<file path="config.mk">
export PLATFORM = sky130hd
export DESIGN_NAME = acc_top
export DESIGN_NICKNAME = d
export VERILOG_FILES = /design/src/hw/acc_pkg.sv /design/src/hw/acc_cal_engine.sv /design/src/hw/acc_top.sv
export SDC_FILE = /design/constraint.sdc
export NUM_CORES = 1
export LEC_CHECK = 0
export BUFFER_PORTS_ARGS = -buffer_cell sky130_fd_sc_hd__buf_2
export CELL_PAD_IN_SITES_DETAIL_PLACEMENT = 0
export CELL_PAD_IN_SITES_GLOBAL_PLACEMENT = 2
export CORE_MARGIN = 2
export CORE_UTILIZATION = 33
export CTS_BUF_LIST = sky130_fd_sc_hd__clkbuf_2
export CTS_CLUSTER_DIAMETER = 100
export DETAILED_ROUTE_END_ITERATION = 16
export GPL_TIMING_DRIVEN = 0
export PLACE_DENSITY_LB_ADDON = 0.1
export SLEW_MARGIN = 15
export SYNTH_ARGS = -nofsm -noshare
export SYNTH_HDL_FRONTEND = slang
export SYNTH_SLANG_ARGS = --single-unit
</file>
<file path="constraint.sdc">
create_clock -name ref_clk_in -period 7.8 [get_ports ref_clk_in]
set_clock_uncertainty 0.2 [all_clocks]
set_input_delay 0.78 -clock ref_clk_in [delete_from_list [all_inputs] [get_ports ref_clk_in]]
set_output_delay 0.78 -clock ref_clk_in [all_outputs]
set_load 0.03 [all_outputs]
</file>
<file path="src/hw/acc_pkg.sv">
// Package of constants and types for the core calibration controller
package acc_pkg;
    // ------------------------------------------------------------
    // Register byte offsets (printed offsets are indices)
    // ------------------------------------------------------------
    localparam logic [7:0] ACC_IDX_SRC_DLY    = 8'h9a;
    localparam logic [7:0] ACC_IDX_MUX_DLY    = 8'h9b;
    localparam logic [7:0] ACC_IDX_CTRL       = 8'h90;
    localparam logic [7:0] ACC_IDX_STATUS     = 8'h91;
    localparam logic [7:0] ACC_IDX_VARIANT    = 8'h92;
    localparam logic [7:0] ACC_IDX_TRIM_BASE  = 8'ha0;
    localparam int         ACC_ADDR_W         = 10;
    localparam int         ACC_NUM_CORES      = 6;
    // ------------------------------------------------------------
    // Control fields
    // ------------------------------------------------------------
    localparam int ACC_CTRL_SRC_SEL_BIT  = 0;
    localparam int ACC_CTRL_SW_TRIG_BIT  = 1;
    localparam int ACC_CTRL_BG_EN_BIT    = 2;
    localparam int ACC_CTRL_FG_OS_BIT    = 3;
    localparam int ACC_CTRL_BG_OS_BIT    = 4;
    // ------------------------------------------------------------
    // Reset values
    // ------------------------------------------------------------
    localparam logic [7:0]  ACC_CTRL_RST      = 8'h00;
    localparam logic [7:0]  ACC_SRC_DLY_RST   = 8'h00;
    localparam logic [7:0]  ACC_MUX_DLY_RST   = 8'h00;
    localparam logic [1:0]  ACC_VARIANT_RST   = 2'h0;
    localparam logic [11:0] ACC_MID_CODE      = 12'h000;
    // ------------------------------------------------------------
    // Timing in cycles
    // ------------------------------------------------------------
    localparam int ACC_CAL_CYCLES = 64;
    // ------------------------------------------------------------
    // Types
    // ------------------------------------------------------------
    typedef enum logic [1:0] {
        ACC_VAR_QUAD,
        ACC_VAR_DUAL,
        ACC_VAR_SINGLE
    } acc_variant_e;
    typedef enum logic [2:0] {
        ACC_ST_IDLE,
        ACC_ST_FG_CAL,
        ACC_ST_BG_CAL,
        ACC_ST_BG_SWAP
    } acc_state_e;
endpackage : acc_pkg

</file>
<file path="src/hw/acc_cal_engine.sv">
// Calibration engine shared by the active cores: linearity, gain and offset steps
`timescale 1ns/1ps
module acc_cal_engine
    import acc_pkg::*;
#(
    parameter int CYCLES = acc_pkg::ACC_CAL_CYCLES
) (
    input  wire logic ref_clk_in,
    input  wire logic rst_in,
    input  wire logic clk_en_in,
    input  wire logic start_in,
    input  wire logic with_offset_in,
    output logic      busy_out,
    output logic      done_out,
    output logic [1:0] step_out
);
    // ------------------------------------------------------------
    // Step sequencer
    // ------------------------------------------------------------
    localparam int CW = $clog2(CYCLES + 1);
    logic [CW-1:0] cnt_q, cnt_d;
    logic [1:0]    step_q, step_d;
    logic          busy_q, busy_d;
    logic          done_q, done_d;

    always_comb begin
        cnt_d  = cnt_q;
        step_d = step_q;
        busy_d = busy_q;
        done_d = 1'b0;
        if (!busy_q) begin
            if (start_in) begin
                busy_d = 1'b1;
                step_d = 2'd0;
                cnt_d  = CW'(CYCLES - 1);
            end
        end else if (cnt_q != '0) begin
            cnt_d = cnt_q - CW'(1);
        end else if (step_q == 2'd2 || (step_q == 2'd1 && !with_offset_in)) begin
            // Linearity, gain, then offset (only with an offset bit set) against internal reference
            busy_d = 1'b0;
            done_d = 1'b1;
        end else begin
            step_d = step_q + 2'd1;
            cnt_d  = CW'(CYCLES - 1);
        end
    end

    always_ff @(posedge ref_clk_in or posedge rst_in) begin
        if (rst_in) begin
            cnt_q  <= '0;
            step_q <= 2'd0;
            busy_q <= 1'b0;
            done_q <= 1'b0;
        end else if (clk_en_in) begin
            cnt_q  <= cnt_d;
            step_q <= step_d;
            busy_q <= busy_d;
            done_q <= done_d;
        end
    end

    assign busy_out = busy_q;
    assign done_out = done_q;
    assign step_out = step_q;
endmodule : acc_cal_engine

</file>
<file path="src/hw/acc_top.sv">
// Core calibration controller with Avalon-MM register slave
//
// Contract
// - Foreground calibration forces every output sample to mid-code until it ends.
// - In foreground mode cores 0, 1, 4 and 5 sample inputs A, B, C and D.
// - On the quad variant spare 2 rotates with cores 0/1 and spare 3 with cores 4/5.
// - On the dual variant cores 0 and 1 share spare core 2.
// - On the single variant core 0 is paired with spare core 2.
// - Each pass calibrates linearity and gain, plus offset when either offset enable bit is set, against an internal reference.
// - Foreground calibration runs after reset and the host waits for it before configuring.
// - The trigger comes from the pin or the software bit, picked by the source select bit; a pin trigger only ever starts foreground.
// - Background mode keeps delivering samples without gaps.
// - Background rotation runs continuously, each freshly calibrated core replacing the next.
// - Only one core is calibrated at any time in background rotation.
// - Trim registers reset to factory values that software reads and may overwrite.
`timescale 1ns/1ps
module acc_top
    import acc_pkg::*;
#(
    parameter int                SAMPLE_W = 12,
    parameter int                CAL_CYCLES = acc_pkg::ACC_CAL_CYCLES,
    parameter logic [6*8-1:0]    FACTORY_TRIM = 48'h808080808080
) (
    input  wire logic                         ref_clk_in,
    input  wire logic                         rst_in,
    input  wire logic                         clk_en_in,
    input  wire logic [acc_pkg::ACC_ADDR_W-1:0] avs_address_in,
    input  wire logic                         avs_read_in,
    input  wire logic                         avs_write_in,
    input  wire logic [31:0]                  avs_writedata_in,
    input  wire logic [3:0]                   avs_byteenable_in,
    output logic [31:0]                       avs_readdata_out,
    output logic                              avs_waitrequest_out,
    output logic [1:0]                        avs_response_out,
    input  wire logic                         cal_trigger_pin_in,
    input  wire logic [6*SAMPLE_W-1:0]        core_sample_in,
    output logic [SAMPLE_W-1:0]               analog_input_a_out,
    output logic [SAMPLE_W-1:0]               analog_input_b_out,
    output logic [SAMPLE_W-1:0]               analog_input_c_out,
    output logic [SAMPLE_W-1:0]               analog_input_d_out,
    output logic [5:0]                        core_cal_active_out,
    output logic [5:0]                        core_online_out,
    output logic [7:0]                        core_source_switch_delay_out,
    output logic [7:0]                        swap_mux_select_delay_out,
    output logic [6*8-1:0]                    trim_out
);
    import acc_pkg::*;

    // ------------------------------------------------------------
    // Registers and state
    // ------------------------------------------------------------
    logic [7:0]   ctrl_q, ctrl_d;
    logic [7:0]   src_dly_q, src_dly_d;
    logic [7:0]   mux_dly_q, mux_dly_d;
    logic [1:0]   variant_q, variant_d;
    logic [7:0]   trim_q [ACC_NUM_CORES];
    logic [7:0]   trim_d [ACC_NUM_CORES];
    logic [31:0]  rdata_q, rdata_d;
    logic [1:0]   resp_q, resp_d;
    logic         ack_q, ack_d;
    logic         fg_done_q, fg_done_d;
    acc_state_e   st_q, st_d;
    logic [2:0]   cal_core_q, cal_core_d;
    logic [5:0]   online_q, online_d;
    logic [5:0]   active_q, active_d;
    logic [2:0]   slot_q, slot_d;
    logic         boot_q;
    logic [7:0]   swap_cnt_q, swap_cnt_d;
    logic         pin_s1_q, pin_s2_q, pin_s3_q, pin_lvl_q, pin_lvl_d;
    logic         trig_prev_q, trig_prev_d;
    logic [SAMPLE_W-1:0] out_q [4];
    logic [SAMPLE_W-1:0] out_d [4];
    logic         eng_start, eng_busy, eng_done;
    logic         trig_lvl, trig_rise, bus_req;
    logic [7:0]   widx;

    // Merges write-data byte lane 0 into a register when byteenable bit 0 is set
    function automatic logic [7:0] merge_byte(input logic [7:0] old, input logic [31:0] wd,
                                              input logic [3:0] be);
        merge_byte = be[0] ? wd[7:0] : old;
    endfunction : merge_byte

    // Next core of a spare's rotation group
    function automatic logic [2:0] next_core(input logic [1:0] var_sel, input logic [2:0] core);
        unique case (core)
            3'd0:    next_core = (var_sel == ACC_VAR_SINGLE) ? 3'd2 : 3'd1;
            3'd1:    next_core = 3'd2;
            3'd2:    next_core = 3'd0;
            3'd3:    next_core = 3'd4;
            3'd4:    next_core = 3'd5;
            default: next_core = 3'd3;
        endcase
    endfunction : next_core

    // ------------------------------------------------------------
    // Trigger pin synchroniser
    // ------------------------------------------------------------
    always_ff @(posedge ref_clk_in or posedge rst_in) begin
        if (rst_in) begin
            pin_s1_q <= 1'b0;
            pin_s2_q <= 1'b0;
            pin_s3_q <= 1'b0;
        end else if (clk_en_in) begin
            pin_s1_q <= cal_trigger_pin_in;
            pin_s2_q <= pin_s1_q;
            pin_s3_q <= pin_s2_q;
        end
    end

    always_comb begin
        pin_lvl_d = (pin_s2_q == pin_s3_q) ? pin_s3_q : pin_lvl_q;
        trig_lvl  = ctrl_q[ACC_CTRL_SRC_SEL_BIT] ? pin_lvl_q
                                                 : ctrl_q[ACC_CTRL_SW_TRIG_BIT];
        trig_prev_d = trig_lvl;
        trig_rise   = trig_lvl && !trig_prev_q;
        bus_req     = avs_read_in || avs_write_in;
        widx        = avs_address_in[9:2];
    end

    // ------------------------------------------------------------
    // Calibration sequencer
    // ------------------------------------------------------------
    acc_cal_engine #(
        .CYCLES (CAL_CYCLES)
    ) u_engine (
        .ref_clk_in     (ref_clk_in),
        .rst_in         (rst_in),
        .clk_en_in      (clk_en_in),
        .start_in       (eng_start),
        .with_offset_in (ctrl_q[ACC_CTRL_FG_OS_BIT] | ctrl_q[ACC_CTRL_BG_OS_BIT]),
        .busy_out       (eng_busy),
        .done_out       (eng_done),
        .step_out       ()
    );

    always_comb begin
        st_d       = st_q;
        cal_core_d = cal_core_q;
        online_d   = online_q;
        active_d   = active_q;
        slot_d     = slot_q;
        swap_cnt_d = swap_cnt_q;
        fg_done_d  = fg_done_q;
        eng_start  = 1'b0;
        unique case (st_q)
            ACC_ST_IDLE: begin
                if (trig_rise && ctrl_q[ACC_CTRL_BG_EN_BIT]
                    && !ctrl_q[ACC_CTRL_SRC_SEL_BIT]) begin
                    st_d       = ACC_ST_BG_CAL;
                    slot_d     = 3'd3;
                    cal_core_d = 3'd2;
                    online_d   = 6'b110011;
                    active_d   = 6'b000100;
                    eng_start  = 1'b1;
                end else if (trig_rise) begin
                    st_d      = ACC_ST_FG_CAL;
                    fg_done_d = 1'b0;
                    active_d  = 6'b111111;
                    eng_start = 1'b1;
                end
            end
            ACC_ST_FG_CAL: begin
                if (boot_q) eng_start = 1'b1;
                if (eng_done) begin
                    st_d      = ACC_ST_IDLE;
                    fg_done_d = 1'b1;
                    online_d  = 6'b110011;
                    active_d  = 6'b000000;
                end
            end
            ACC_ST_BG_CAL: begin
                if (eng_done) begin
                    st_d       = ACC_ST_BG_SWAP;
                    swap_cnt_d = src_dly_q;
                    active_d   = 6'b000000;
                end
            end
            ACC_ST_BG_SWAP: begin
                // Freshly calibrated core goes online; replaced core is next, except quad calibrates the other group's core first
                if (swap_cnt_q != 8'h00) begin
                    swap_cnt_d = swap_cnt_q - 8'h01;
                end else if (!ctrl_q[ACC_CTRL_BG_EN_BIT]) begin
                    st_d     = ACC_ST_IDLE;
                    online_d = 6'b110011;
                end else begin
                    online_d[cal_core_q] = 1'b1;
                    online_d[next_core(variant_q, cal_core_q)] = 1'b0;
                    // Quad alternates spare groups so spare 3 gets its turn
                    cal_core_d = (variant_q == ACC_VAR_QUAD) ? slot_q
                                                             : next_core(variant_q, cal_core_q);
                    slot_d     = next_core(variant_q, cal_core_q);
                    active_d   = 6'b000000;
                    active_d[cal_core_d] = 1'b1;
                    st_d      = ACC_ST_BG_CAL;
                    eng_start = 1'b1;
                end
            end
            default: st_d = ACC_ST_IDLE;
        endcase
    end

    // ------------------------------------------------------------
    // Sample routing
    // ------------------------------------------------------------
    always_comb begin
        for (int i = 0; i < 4; i++) begin
            out_d[i] = ACC_MID_CODE[SAMPLE_W-1:0];
        end
        if (st_q != ACC_ST_FG_CAL) begin
            // Each channel reads whichever core currently holds it online
            out_d[0] = core_sample_in[0*SAMPLE_W +: SAMPLE_W];
            out_d[1] = core_sample_in[1*SAMPLE_W +: SAMPLE_W];
            out_d[2] = core_sample_in[4*SAMPLE_W +: SAMPLE_W];
            out_d[3] = core_sample_in[5*SAMPLE_W +: SAMPLE_W];
            if (!online_q[0]) out_d[0] = core_sample_in[2*SAMPLE_W +: SAMPLE_W];
            if (!online_q[1]) out_d[1] = core_sample_in[2*SAMPLE_W +: SAMPLE_W];
            if (!online_q[4]) out_d[2] = core_sample_in[3*SAMPLE_W +: SAMPLE_W];
            if (!online_q[5]) out_d[3] = core_sample_in[3*SAMPLE_W +: SAMPLE_W];
        end
    end

    // ------------------------------------------------------------
    // Avalon-MM slave, answers one cycle after the request
    // ------------------------------------------------------------
    always_comb begin
        ctrl_d    = ctrl_q;
        src_dly_d = src_dly_q;
        mux_dly_d = mux_dly_q;
        variant_d = variant_q;
        trim_d    = trim_q;
        rdata_d   = 32'h0000_0000;
        resp_d    = 2'b00;
        ack_d     = bus_req && !ack_q;
        if (bus_req && !ack_q) begin
            unique case (widx)
                ACC_IDX_CTRL:    rdata_d = {24'h0, ctrl_q};
                ACC_IDX_STATUS:  rdata_d = {21'h0, fg_done_q, eng_busy, st_q, 3'h0, cal_core_q};
                ACC_IDX_VARIANT: rdata_d = {30'h0, variant_q};
                ACC_IDX_SRC_DLY: rdata_d = {24'h0, src_dly_q};
                ACC_IDX_MUX_DLY: rdata_d = {24'h0, mux_dly_q};
                default: begin
                    if (widx >= ACC_IDX_TRIM_BASE && widx < ACC_IDX_TRIM_BASE + 8'd6) begin
                        rdata_d = {24'h0, trim_q[3'(widx - ACC_IDX_TRIM_BASE)]};
                    end else begin
                        resp_d = 2'b10;
                    end
                end
            endcase
        end
        // Write lands on the edge at which waitrequest is seen low
        if (avs_write_in && ack_q) begin
            begin
                rdata_d = 32'h0000_0000;
                unique case (widx)
                    ACC_IDX_CTRL:    ctrl_d = merge_byte(ctrl_q, avs_writedata_in,
                                                         avs_byteenable_in);
                    ACC_IDX_VARIANT: variant_d = (avs_byteenable_in[0] &&
                                                  avs_writedata_in[1:0] != 2'd3) ?
                                                 avs_writedata_in[1:0] : variant_q;
                    ACC_IDX_SRC_DLY: src_dly_d = merge_byte(src_dly_q, avs_writedata_in,
                                                            avs_byteenable_in);
                    ACC_IDX_MUX_DLY: mux_dly_d = merge_byte(mux_dly_q, avs_writedata_in,
                                                            avs_byteenable_in);
                    default: begin
                        if (widx >= ACC_IDX_TRIM_BASE && widx < ACC_IDX_TRIM_BASE + 8'd6)
                            trim_d[3'(widx - ACC_IDX_TRIM_BASE)] = merge_byte(
                                trim_q[3'(widx - ACC_IDX_TRIM_BASE)], avs_writedata_in,
                                avs_byteenable_in);
                    end
                endcase
            end
        end
    end

    // ------------------------------------------------------------
    // State registers
    // ------------------------------------------------------------
    always_ff @(posedge ref_clk_in or posedge rst_in) begin
        if (rst_in) begin
            ctrl_q      <= ACC_CTRL_RST;
            src_dly_q   <= ACC_SRC_DLY_RST;
            mux_dly_q   <= ACC_MUX_DLY_RST;
            variant_q   <= ACC_VARIANT_RST;
            for (int i = 0; i < ACC_NUM_CORES; i++) begin
                trim_q[i] <= FACTORY_TRIM[i*8 +: 8];
            end
            rdata_q     <= 32'h0000_0000;
            resp_q      <= 2'b00;
            ack_q       <= 1'b0;
            fg_done_q   <= 1'b0;
            // Power-up pass starts straight out of reset
            st_q        <= ACC_ST_FG_CAL;
            cal_core_q  <= 3'd0;
            online_q    <= 6'b110011;
            active_q    <= 6'b111111;
            slot_q      <= 3'd0;
            swap_cnt_q  <= 8'h00;
            pin_lvl_q   <= 1'b0;
            trig_prev_q <= 1'b0;
            for (int i = 0; i < 4; i++) begin
                out_q[i] <= ACC_MID_CODE[SAMPLE_W-1:0];
            end
        end else if (clk_en_in) begin
            ctrl_q      <= ctrl_d;
            src_dly_q   <= src_dly_d;
            mux_dly_q   <= mux_dly_d;
            variant_q   <= variant_d;
            trim_q      <= trim_d;
            rdata_q     <= rdata_d;
            resp_q      <= resp_d;
            ack_q       <= ack_d;
            fg_done_q   <= fg_done_d;
            st_q        <= st_d;
            cal_core_q  <= cal_core_d;
            online_q    <= online_d;
            active_q    <= active_d;
            slot_q      <= slot_d;
            swap_cnt_q  <= swap_cnt_d;
            pin_lvl_q   <= pin_lvl_d;
            trig_prev_q <= trig_prev_d;
            out_q       <= out_d;
        end
    end

    // Engine start after reset: kick once in the first enabled cycle after reset, in FG state
    always_ff @(posedge ref_clk_in or posedge rst_in) begin
        if (rst_in) boot_q <= 1'b1;
        else if (clk_en_in) boot_q <= 1'b0;
    end

    assign avs_readdata_out             = rdata_q;
    assign avs_waitrequest_out          = !ack_q;
    assign avs_response_out             = resp_q;
    assign analog_input_a_out           = out_q[0];
    assign analog_input_b_out           = out_q[1];
    assign analog_input_c_out           = out_q[2];
    assign analog_input_d_out           = out_q[3];
    assign core_cal_active_out          = active_q;
    assign core_online_out              = online_q;
    assign core_source_switch_delay_out = src_dly_q;
    assign swap_mux_select_delay_out    = mux_dly_q;
    always_comb begin
        for (int i = 0; i < ACC_NUM_CORES; i++) trim_out[i*8 +: 8] = trim_q[i];
    end
endmodule : acc_top

</file>
==> metrics, run 1 <==
Clock transition at path regs 0.28 ns; DR vias 7518; routed wire length 28600 um; Max VDD drop 0.0820 mV; nets 1252; Max stage delay cell, worst path a2111oi_4; Synth top cells by count dfrtp_1, nand2_1, mux2i_1; Flop pwr share 48.5%; Syn Inst Count 834; RePlAce Congestion 0.803; mapped cell area 9130 um2; measured slew at the worst slew-check pin 0.861 ns; clock network fraction of total power 21.3%; CP Cell Sequence inv_1 -> ha_1 -> nor4b_2 -> a22oi_2 -> a2111oi_4 -> nor2_1 -> a211oi_1; clk sinks 180; status completed; CP max stage delay 0.61 ns; clock buffer depth 2; boundary pin count 283; most common cell in the netlist dfrtp_1; number of flops mapped to enable cells by yosys 0; htree depth 4; detailed placement HPWL 21500 um; Sw Pwr 0.000916 W; f_max 361 MHz; Internal Pwr Total 0.00147 W; die height 170 um; DR WL/cell 19.4 um; Core Region 27000 um2; RSZ-0062 raised after global routing false; die span in x 170 um; Initial Util 33.8%; Crit Path Max Fanout 10; largest net degree at the start of global routing 104; Yosys cell types 76; Synth async-reset ratio 100%; Rel. slew slack 42.1%; post-CTS setup buffer count 0; Power Density 213 nW/um2; Buf+Inv Stages, Crit Path 1; crit path DAT 3.23 ns; first-pass GRT wire length 43900 um; Seq/Total Area, Yosys 49.6%; fin crit period 2.77 ns; Crit. End Element flip-flop; Final Slew Violations 0; First-pass DRT Iterations 4; CTS buffer count 17; final setup fails 0; max-cap viol count 0; antenna-violating nets left 0; Hold Crit Class in -> reg; CP required 8.26 ns; Comb power frac 30.2%; cell taking the most area after synthesis dfrtp_1; worst hold margin 0.0807 ns; post-route clock period utilization 35.6%; GRT Util Overall 19.7%; Synth Flop Type dfrtp_1; count of input and output buffers 227; Synth area leaders dfrtp_1, mux2i_1, mux2_2; initial antenna violation count 1; Via density 5.10; GR Overflow Total 0; DRT iter0 DRCs 406; FILL cells 2726; Clock Latency Late Sink 0.76 ns; clk root buf clkbuf_2; vias in the first global route 7359; Startpoint Class flip-flop; drt drc 0; top-area cell type share of the netlist area 44.4%; Lkg Pwr 5.70 nW; die area 29000 um2; Final Hold Vio Count 0; CP top delay family compound AO/OA/AOI/OAI gates; Crit Path Class reg -> reg; switching share of power 38.4%; total power 0.00239 W; row cnt 60; yosys warns 0; P&R area growth vs syn 22.9%; mean post-synth cell area 11.0 um2; FF+latch count, synth 180; share of cells above drive strength 1 34.3%; TritonCTS clock tree yes
## registers in the layout (all words and copies together) (netlist names), 10 cells and up
signal / cells
avs_readdata_out: 10
analog_input_c_out: 12
analog_input_a_out: 12
trim_out: 48
analog_input_d_out: 12
analog_input_b_out: 12
## path summary, 6_finish.rpt
path | start | slack, ns | endpoint | cells past startpoint
min in group asynchronous | rst_in | 0.18 | analog_input_c_out[0] | 3
worst min register to register | fg_done_q | 0.30 | avs_readdata_out[10] | 1
worst min-delay path | core_sample_in[11] | 0.08 | analog_input_a_out[11] | 3
worst max register to register | swap_cnt_q[0] | 5.03 | core_online_out[4] | 7
max in group asynchronous | rst_in | 6.09 | ctrl_q[7] | 5
worst max-delay path | swap_cnt_q[0] | 5.03 | core_online_out[4] | 7
## power by group through the flow
stage / combinational [W] / clock [W] / sequential, W
after floorplan: 0.000285 / 0 / 0.00137
after global placement: 0.000722 / 0 / 0.00117
after detailed placement: 0.000723 / 0 / 0.00118
after CTS: 0.000726 / 0.000533 / 0.00116
after global routing: 0.000777 / 0.000575 / 0.00118
final: 0.000720 / 0.000509 / 0.00116
## routing by layer
layer	wire, um	vias to the layer above	GRT usage (%)
li1	-	3595	-
met1	13800	3650	28.2
met2	12900	253	30.9
met3	1570	20	3.84
met4	359	0	4.27
met5	0	-	0
## cell families after synthesis
logic type | share of synthesized area (%)
AOI/OAI and AO/OA | 17.6
adders and majority gates | 1.37
buffers and inverters | 5.21
DFF | 49.6
muxes | 15.8
other | 0.0411
and+or+nand+nor | 10.4
## layout by cell type (no fill, tap or decap), types with 18 or more instances in the layout
cell type,count
clkbuf_2,18
inv_1,24
clkbuf_1,39
o21ai_0,69
mux2_2,55
nor2_1,36
a21oi_1,22
nand2_1,74
dfrtp_1,162
buf_4,24
conb_1,23
mux2i_1,72
o2bb2ai_1,51
buf_2,232
dfstp_2,18
## worst register-to-register path: cells and delay by family, from the launching register on
| kind | cells | cell delay (ns) |
|---|---|---|
| and+or+nand+nor | 2 | 0.48 |
| DFF | 1 | 0.47 |
| buffers and inverters | 1 | 0.10 |
| AOI/OAI and AO/OA | 3 | 1.27 |
| adders and majority gates | 1 | 0.15 |
## timing repair
action,4_1_cts,5_1_grt
endpoints found under the hold margin,93,11
setup endpoints to repair,0,0
hold buffers,4,10
resized for setup,0,0
## area by class of cell
type | count | area (um2) | area share (%)
flip-flops and latches | 180 | 4530 | 40.3
multi-input cells | 577 | 4210 | 37.5
repair buffers | 243 | 1330 | 11.9
well taps | 341 | 427 | 3.80
plain buffers | 73 | 378 | 3.37
clock inverters | 13 | 149 | 1.33
inverters | 26 | 105 | 0.936
clock buffers | 18 | 90.1 | 0.803
diodes | 2 | 5.00 | 0.0446
## metrics by stage
| step | instances | TNS (ns) | utilization (%) | area (um2) | worst slack, ns |
|---|---|---|---|---|---|
| CTS | 1461 | 0 | 41.1 | 11100 | 4.91 |
| detailed placement | 1426 | 0 | 40.1 | 10800 | 4.59 |
| global placement | 1424 | -91.69 | 39.9 | 10800 | -0.588 |
| floorplan | 856 | 0 | - | 9220 | 1.96 |
| global route | 1473 | 0 | 41.5 | 11200 | 4.76 |
| finish | 1473 | 0 | 41.5 | 11200 | 5.03 |
(Power assumes the default switching activity.)
==> run 2, diff against run 1 <==
Settings changed: ABC_AREA set to 1, CORE_UTILIZATION 33 to 29.
Clock period 7.8 ns to 2.7 ns, I/O delays scaled along.
==> run 2 against run 1 <==
Synthesized area is 3.5% higher. Sequential share of layout area shrank 6.8 points. Via count is 33% higher. Synthesized cell count rose by 51%. Sequential power grew to 3.1 times the previous value. Non-clock buffer count rose by 185. Die area up 17%. Critical path depth rose by 5. Final area rose by 20%. Cell count increased by 48%.
==> metrics, run 2 <==
die span in x 185 um (+8.4%); FF-to-FF End analog_input_d_out[3]; yosys warns 0 (unchanged); multi-input logic area 4280 um2 (+1.7%); R2R Setup Slk 0.15 ns (-4.88 ns); CP top delay family buffers and inverters; multiplexer share of the synthesized area 0% (-16 points); fin crit period 2.57 ns; Buf+Inv Stages, Crit Path 6 (+5); nets 1863 (+49%); commonest non-fill, non-tap cells in the layout nand2_1, buf_2, dlygate4sd3_1, o21ai_0, dfrtp_1; Synth area leaders dfrtp_1, nand2_1, o21ai_0; Clock transition at path regs 0.26 ns (-0.02 ns); worst hold margin 0.0986 ns (+0.0178 ns); largest net degree at the start of global routing 33 (-68%); Synth top cells by count nand2_1, o21ai_0, dfrtp_1; antenna-violating nets left 0 (unchanged); Crit. End Element flip-flop; DRT iter0 DRCs 519 (+28%); FF+latch count, synth 180 (unchanged); Comb power frac 42.3% (+12 points); Core Region 32300 um2 (+19%); clk root buf clkbuf_2; status completed; launch point of the worst path avs_address_in[7]; routed wire length 35300 um (+24%); max-cap viol count 0 (unchanged); post-synthesis compound-gate area fraction 13.2% (-4.4 points); Syn Inst Count 1258 (+51%); measured slew at the worst slew-check pin 0.618 ns (-0.243 ns); initial antenna violation count 1 (unchanged); drt drc 0 (unchanged); CP required 3.24 ns (-5.02 ns); Final Slew Violations 0 (unchanged); Max VDD drop 0.286 mV (+250%); Via density 4.56 (-11%); count of input and output buffers 229 (+0.88%); clock network fraction of total power 14.9% (-6.4 points); post-synthesis simple-gate area fraction 29.6% (+19 points); Worst setup endpoint variant_q[0]; Synth Flop Type dfrtp_1; htree depth 4 (unchanged); CP Cell Sequence dlygate4sd3_1 -> buf_2 -> inv_1 -> nand2_1 -> dlygate4sd3_1 -> nor2_2 -> buf_4 -> nand2_1 -> a211o_1 -> dlygate4sd3_1 -> nand2_1 -> o21ai_1; clk sinks 180 (unchanged); most common cell in the netlist nand2_1; max FFs per register 48 (unchanged); row cnt 66 (+10%); mapped cell area 9460 um2 (+3.5%); Placement Setup Slack 0.301 ns (-4.29 ns); first-pass GRT wire length 55300 um (+26%); RePlAce Congestion 0.797 (-0.71%); FILL cells 3395 (+25%); share of cells above drive strength 1 22.1% (-12 points); switching share of power 43.5% (+5.1 points); Post-Synth XOR/XNOR Area 0.185% (+0.19 points); hold path start core_sample_in[47]; Power Density 620 nW/um2 (+190%); Initial Util 29.3% (-4.5 points); die area 34100 um2 (+17%); Flop pwr share 42.8% (-5.7 points); final setup fails 0 (unchanged); cell taking the most area after synthesis dfrtp_1; Startpoint Class primary input; Synth Area in Adders 1.32% (-0.047 points); Final Hold Vio Count 0 (unchanged); RSZ-0062 raised after global routing false; Seq/Total Area, Yosys 47.9% (-1.7 points); CTS buffer count 17 (unchanged); Crit Path Max Fanout 10 (unchanged); Crit Path Class in -> reg; vias in the first global route 9975 (+36%); detailed placement HPWL 25700 um (+19%); boundary pin count 283 (unchanged); worst reg2reg startpoint st_q[1]; TritonCTS clock tree yes; most common cell after layout, fill and taps aside nand2_1; P&R area growth vs syn 42.9%; DR WL/cell 16.2 um (-17%); GRT Util Overall 21.1% (+1.4 points); clock buffer depth 2 (unchanged); Clock Latency Late Sink 0.84 ns (+0.08 ns); CP max stage delay 0.61 ns (about the same); mean post-synth cell area 7.52 um2 (-31%); Internal Pwr Total 0.00474 W (+220%); Hold Crit Class in -> reg; min setup slack post-route 0.127 ns (-4.90 ns); largest family of logic cells by synthesized area simple AND/OR/NAND/NOR gates; Lkg Pwr 6.83 nW (+20%); Sw Pwr 0.00364 W (+300%); DR vias 9972 (+33%); Worst path depth 12 (+5); Rel. slew slack 58.8% (+17 points); First-pass DRT Iterations 5 (+1); GR Overflow Total 0 (unchanged); post-route clock period utilization 95.3%; top-area cell type share of the netlist area 42.9% (-1.5 points); register area 4530 um2 (unchanged); crit path DAT 3.11 ns (-0.12 ns); Post-Route Setup TNS 0 ns (unchanged); number of flops mapped to enable cells by yosys 0 (unchanged); Reg2Reg Depth 7 (unchanged); die height 185 um (+8.4%); Max stage delay cell, worst path dlygate4sd3_1; Synth async-reset ratio 100% (unchanged); Yosys cell types 40 (-47%); f_max 389 MHz
==> run 2: changes by cell type after synthesis, moves of 15 or more <==
cell       delta
o2bb2ai_1    -51
nor2_1      +111
mux2_2       -55
inv_1        +53
clkbuf_1     -16
mux2i_1      -72
o21ai_1      +18
nand2_1     +327
nand3_1      +78
a21oi_1      -15
o21ai_0     +113
==> run 2: worst min-delay path by stage <==
stage | end | slack, ns | cells after the start
2_1_floorplan | pin_s1_q | 0.19 | 2
3_5_place_dp | swap_cnt_q[4] | 0.06 | 2
3_3_place_gp | boot_q | 0.23 | 2
4_1_cts | analog_input_c_out[11] | 0.003 | 4
5_1_grt | analog_input_a_out[5] | 0.04 | 4
6_report | analog_input_c_out[11] | 0.1 | 4
==> run 2: through the flow <==
| stage | cells | utilization [%] | total power, W | area (um2) |
|---|---|---|---|---|
| 2_1_floorplan | 1280 | - | 0.00563 | 9540 |
| 3_3_place_gp | 1951 | 34.8 | 0.00668 | 11200 |
| 3_5_place_dp | 1958 | 35.3 | 0.00672 | 11400 |
| 4_1_cts | 2184 | 41.8 | 0.00845 | 13500 |
| 5_1_grt | 2186 | 41.9 | 0.00898 | 13500 |
| 6_report | 2186 | 41.9 | 0.00838 | 13500 |
==> run 2: area by class of cell <==
cell class	count	share of cell area, %
Tap cell	442	4.09
Multi-Input combinational cell	942	31.7
Clock buffer	21	0.777
Antenna cell	2	0.0370
Sequential cell	180	33.5
Buffer	71	3.06
Timing Repair Buffer	430	24.0
Inverter	87	2.44
Clock inverter	11	0.463
==> run 2: routing by layer <==
| layer | GRT usage, % | up-vias | wire (um) |
|---|---|---|---|
| met5 | 0 | - | 0 |
| met4 | 5.79 | 0 | 544 |
| met3 | 3.75 | 35 | 1820 |
| met2 | 33.1 | 276 | 15700 |
| met1 | 29.8 | 4701 | 17300 |
| li1 | - | 4960 | - |
==> run 2: repair_timing <==
| action | 4_1_cts | 5_1_grt |
|---|---|---|
| hold buffers | 194 | 0 |
| endpoints found under the hold margin | 333 | 0 |
| setup buffers | 0 | 2 |
| resized for setup | 0 | 8 |
| endpoints found under the setup margin | 0 | 43 |
==> run 2: tightest hold or removal path: stages <==
cell	delay [ns]
dlygate4sd3_1	0.54
buf_2	0.14
nor2_1	0.08
o21ai_0	0.09
==> run 2: kinds of logic (layout without fill, tap and decap cells) <==
kind of cell	after synthesis	count (layout)
flops	180	180
simple gates	674	674
buf+inv	158	620
compound gates	233	233
xor+xnor	2	2
other cells	1	25
fa+ha+maj	10	10
==> run 2: power groups by stage <==
stage	Combinational, W	Clock [W]	Sequential (W)
finish	0.00355	0.00125	0.00358
global route	0.00392	0.00141	0.00365
detailed placement	0.00309	0	0.00363
CTS	0.00354	0.00133	0.00358
global placement	0.00306	0	0.00362
floorplan	0.00129	0	0.00434
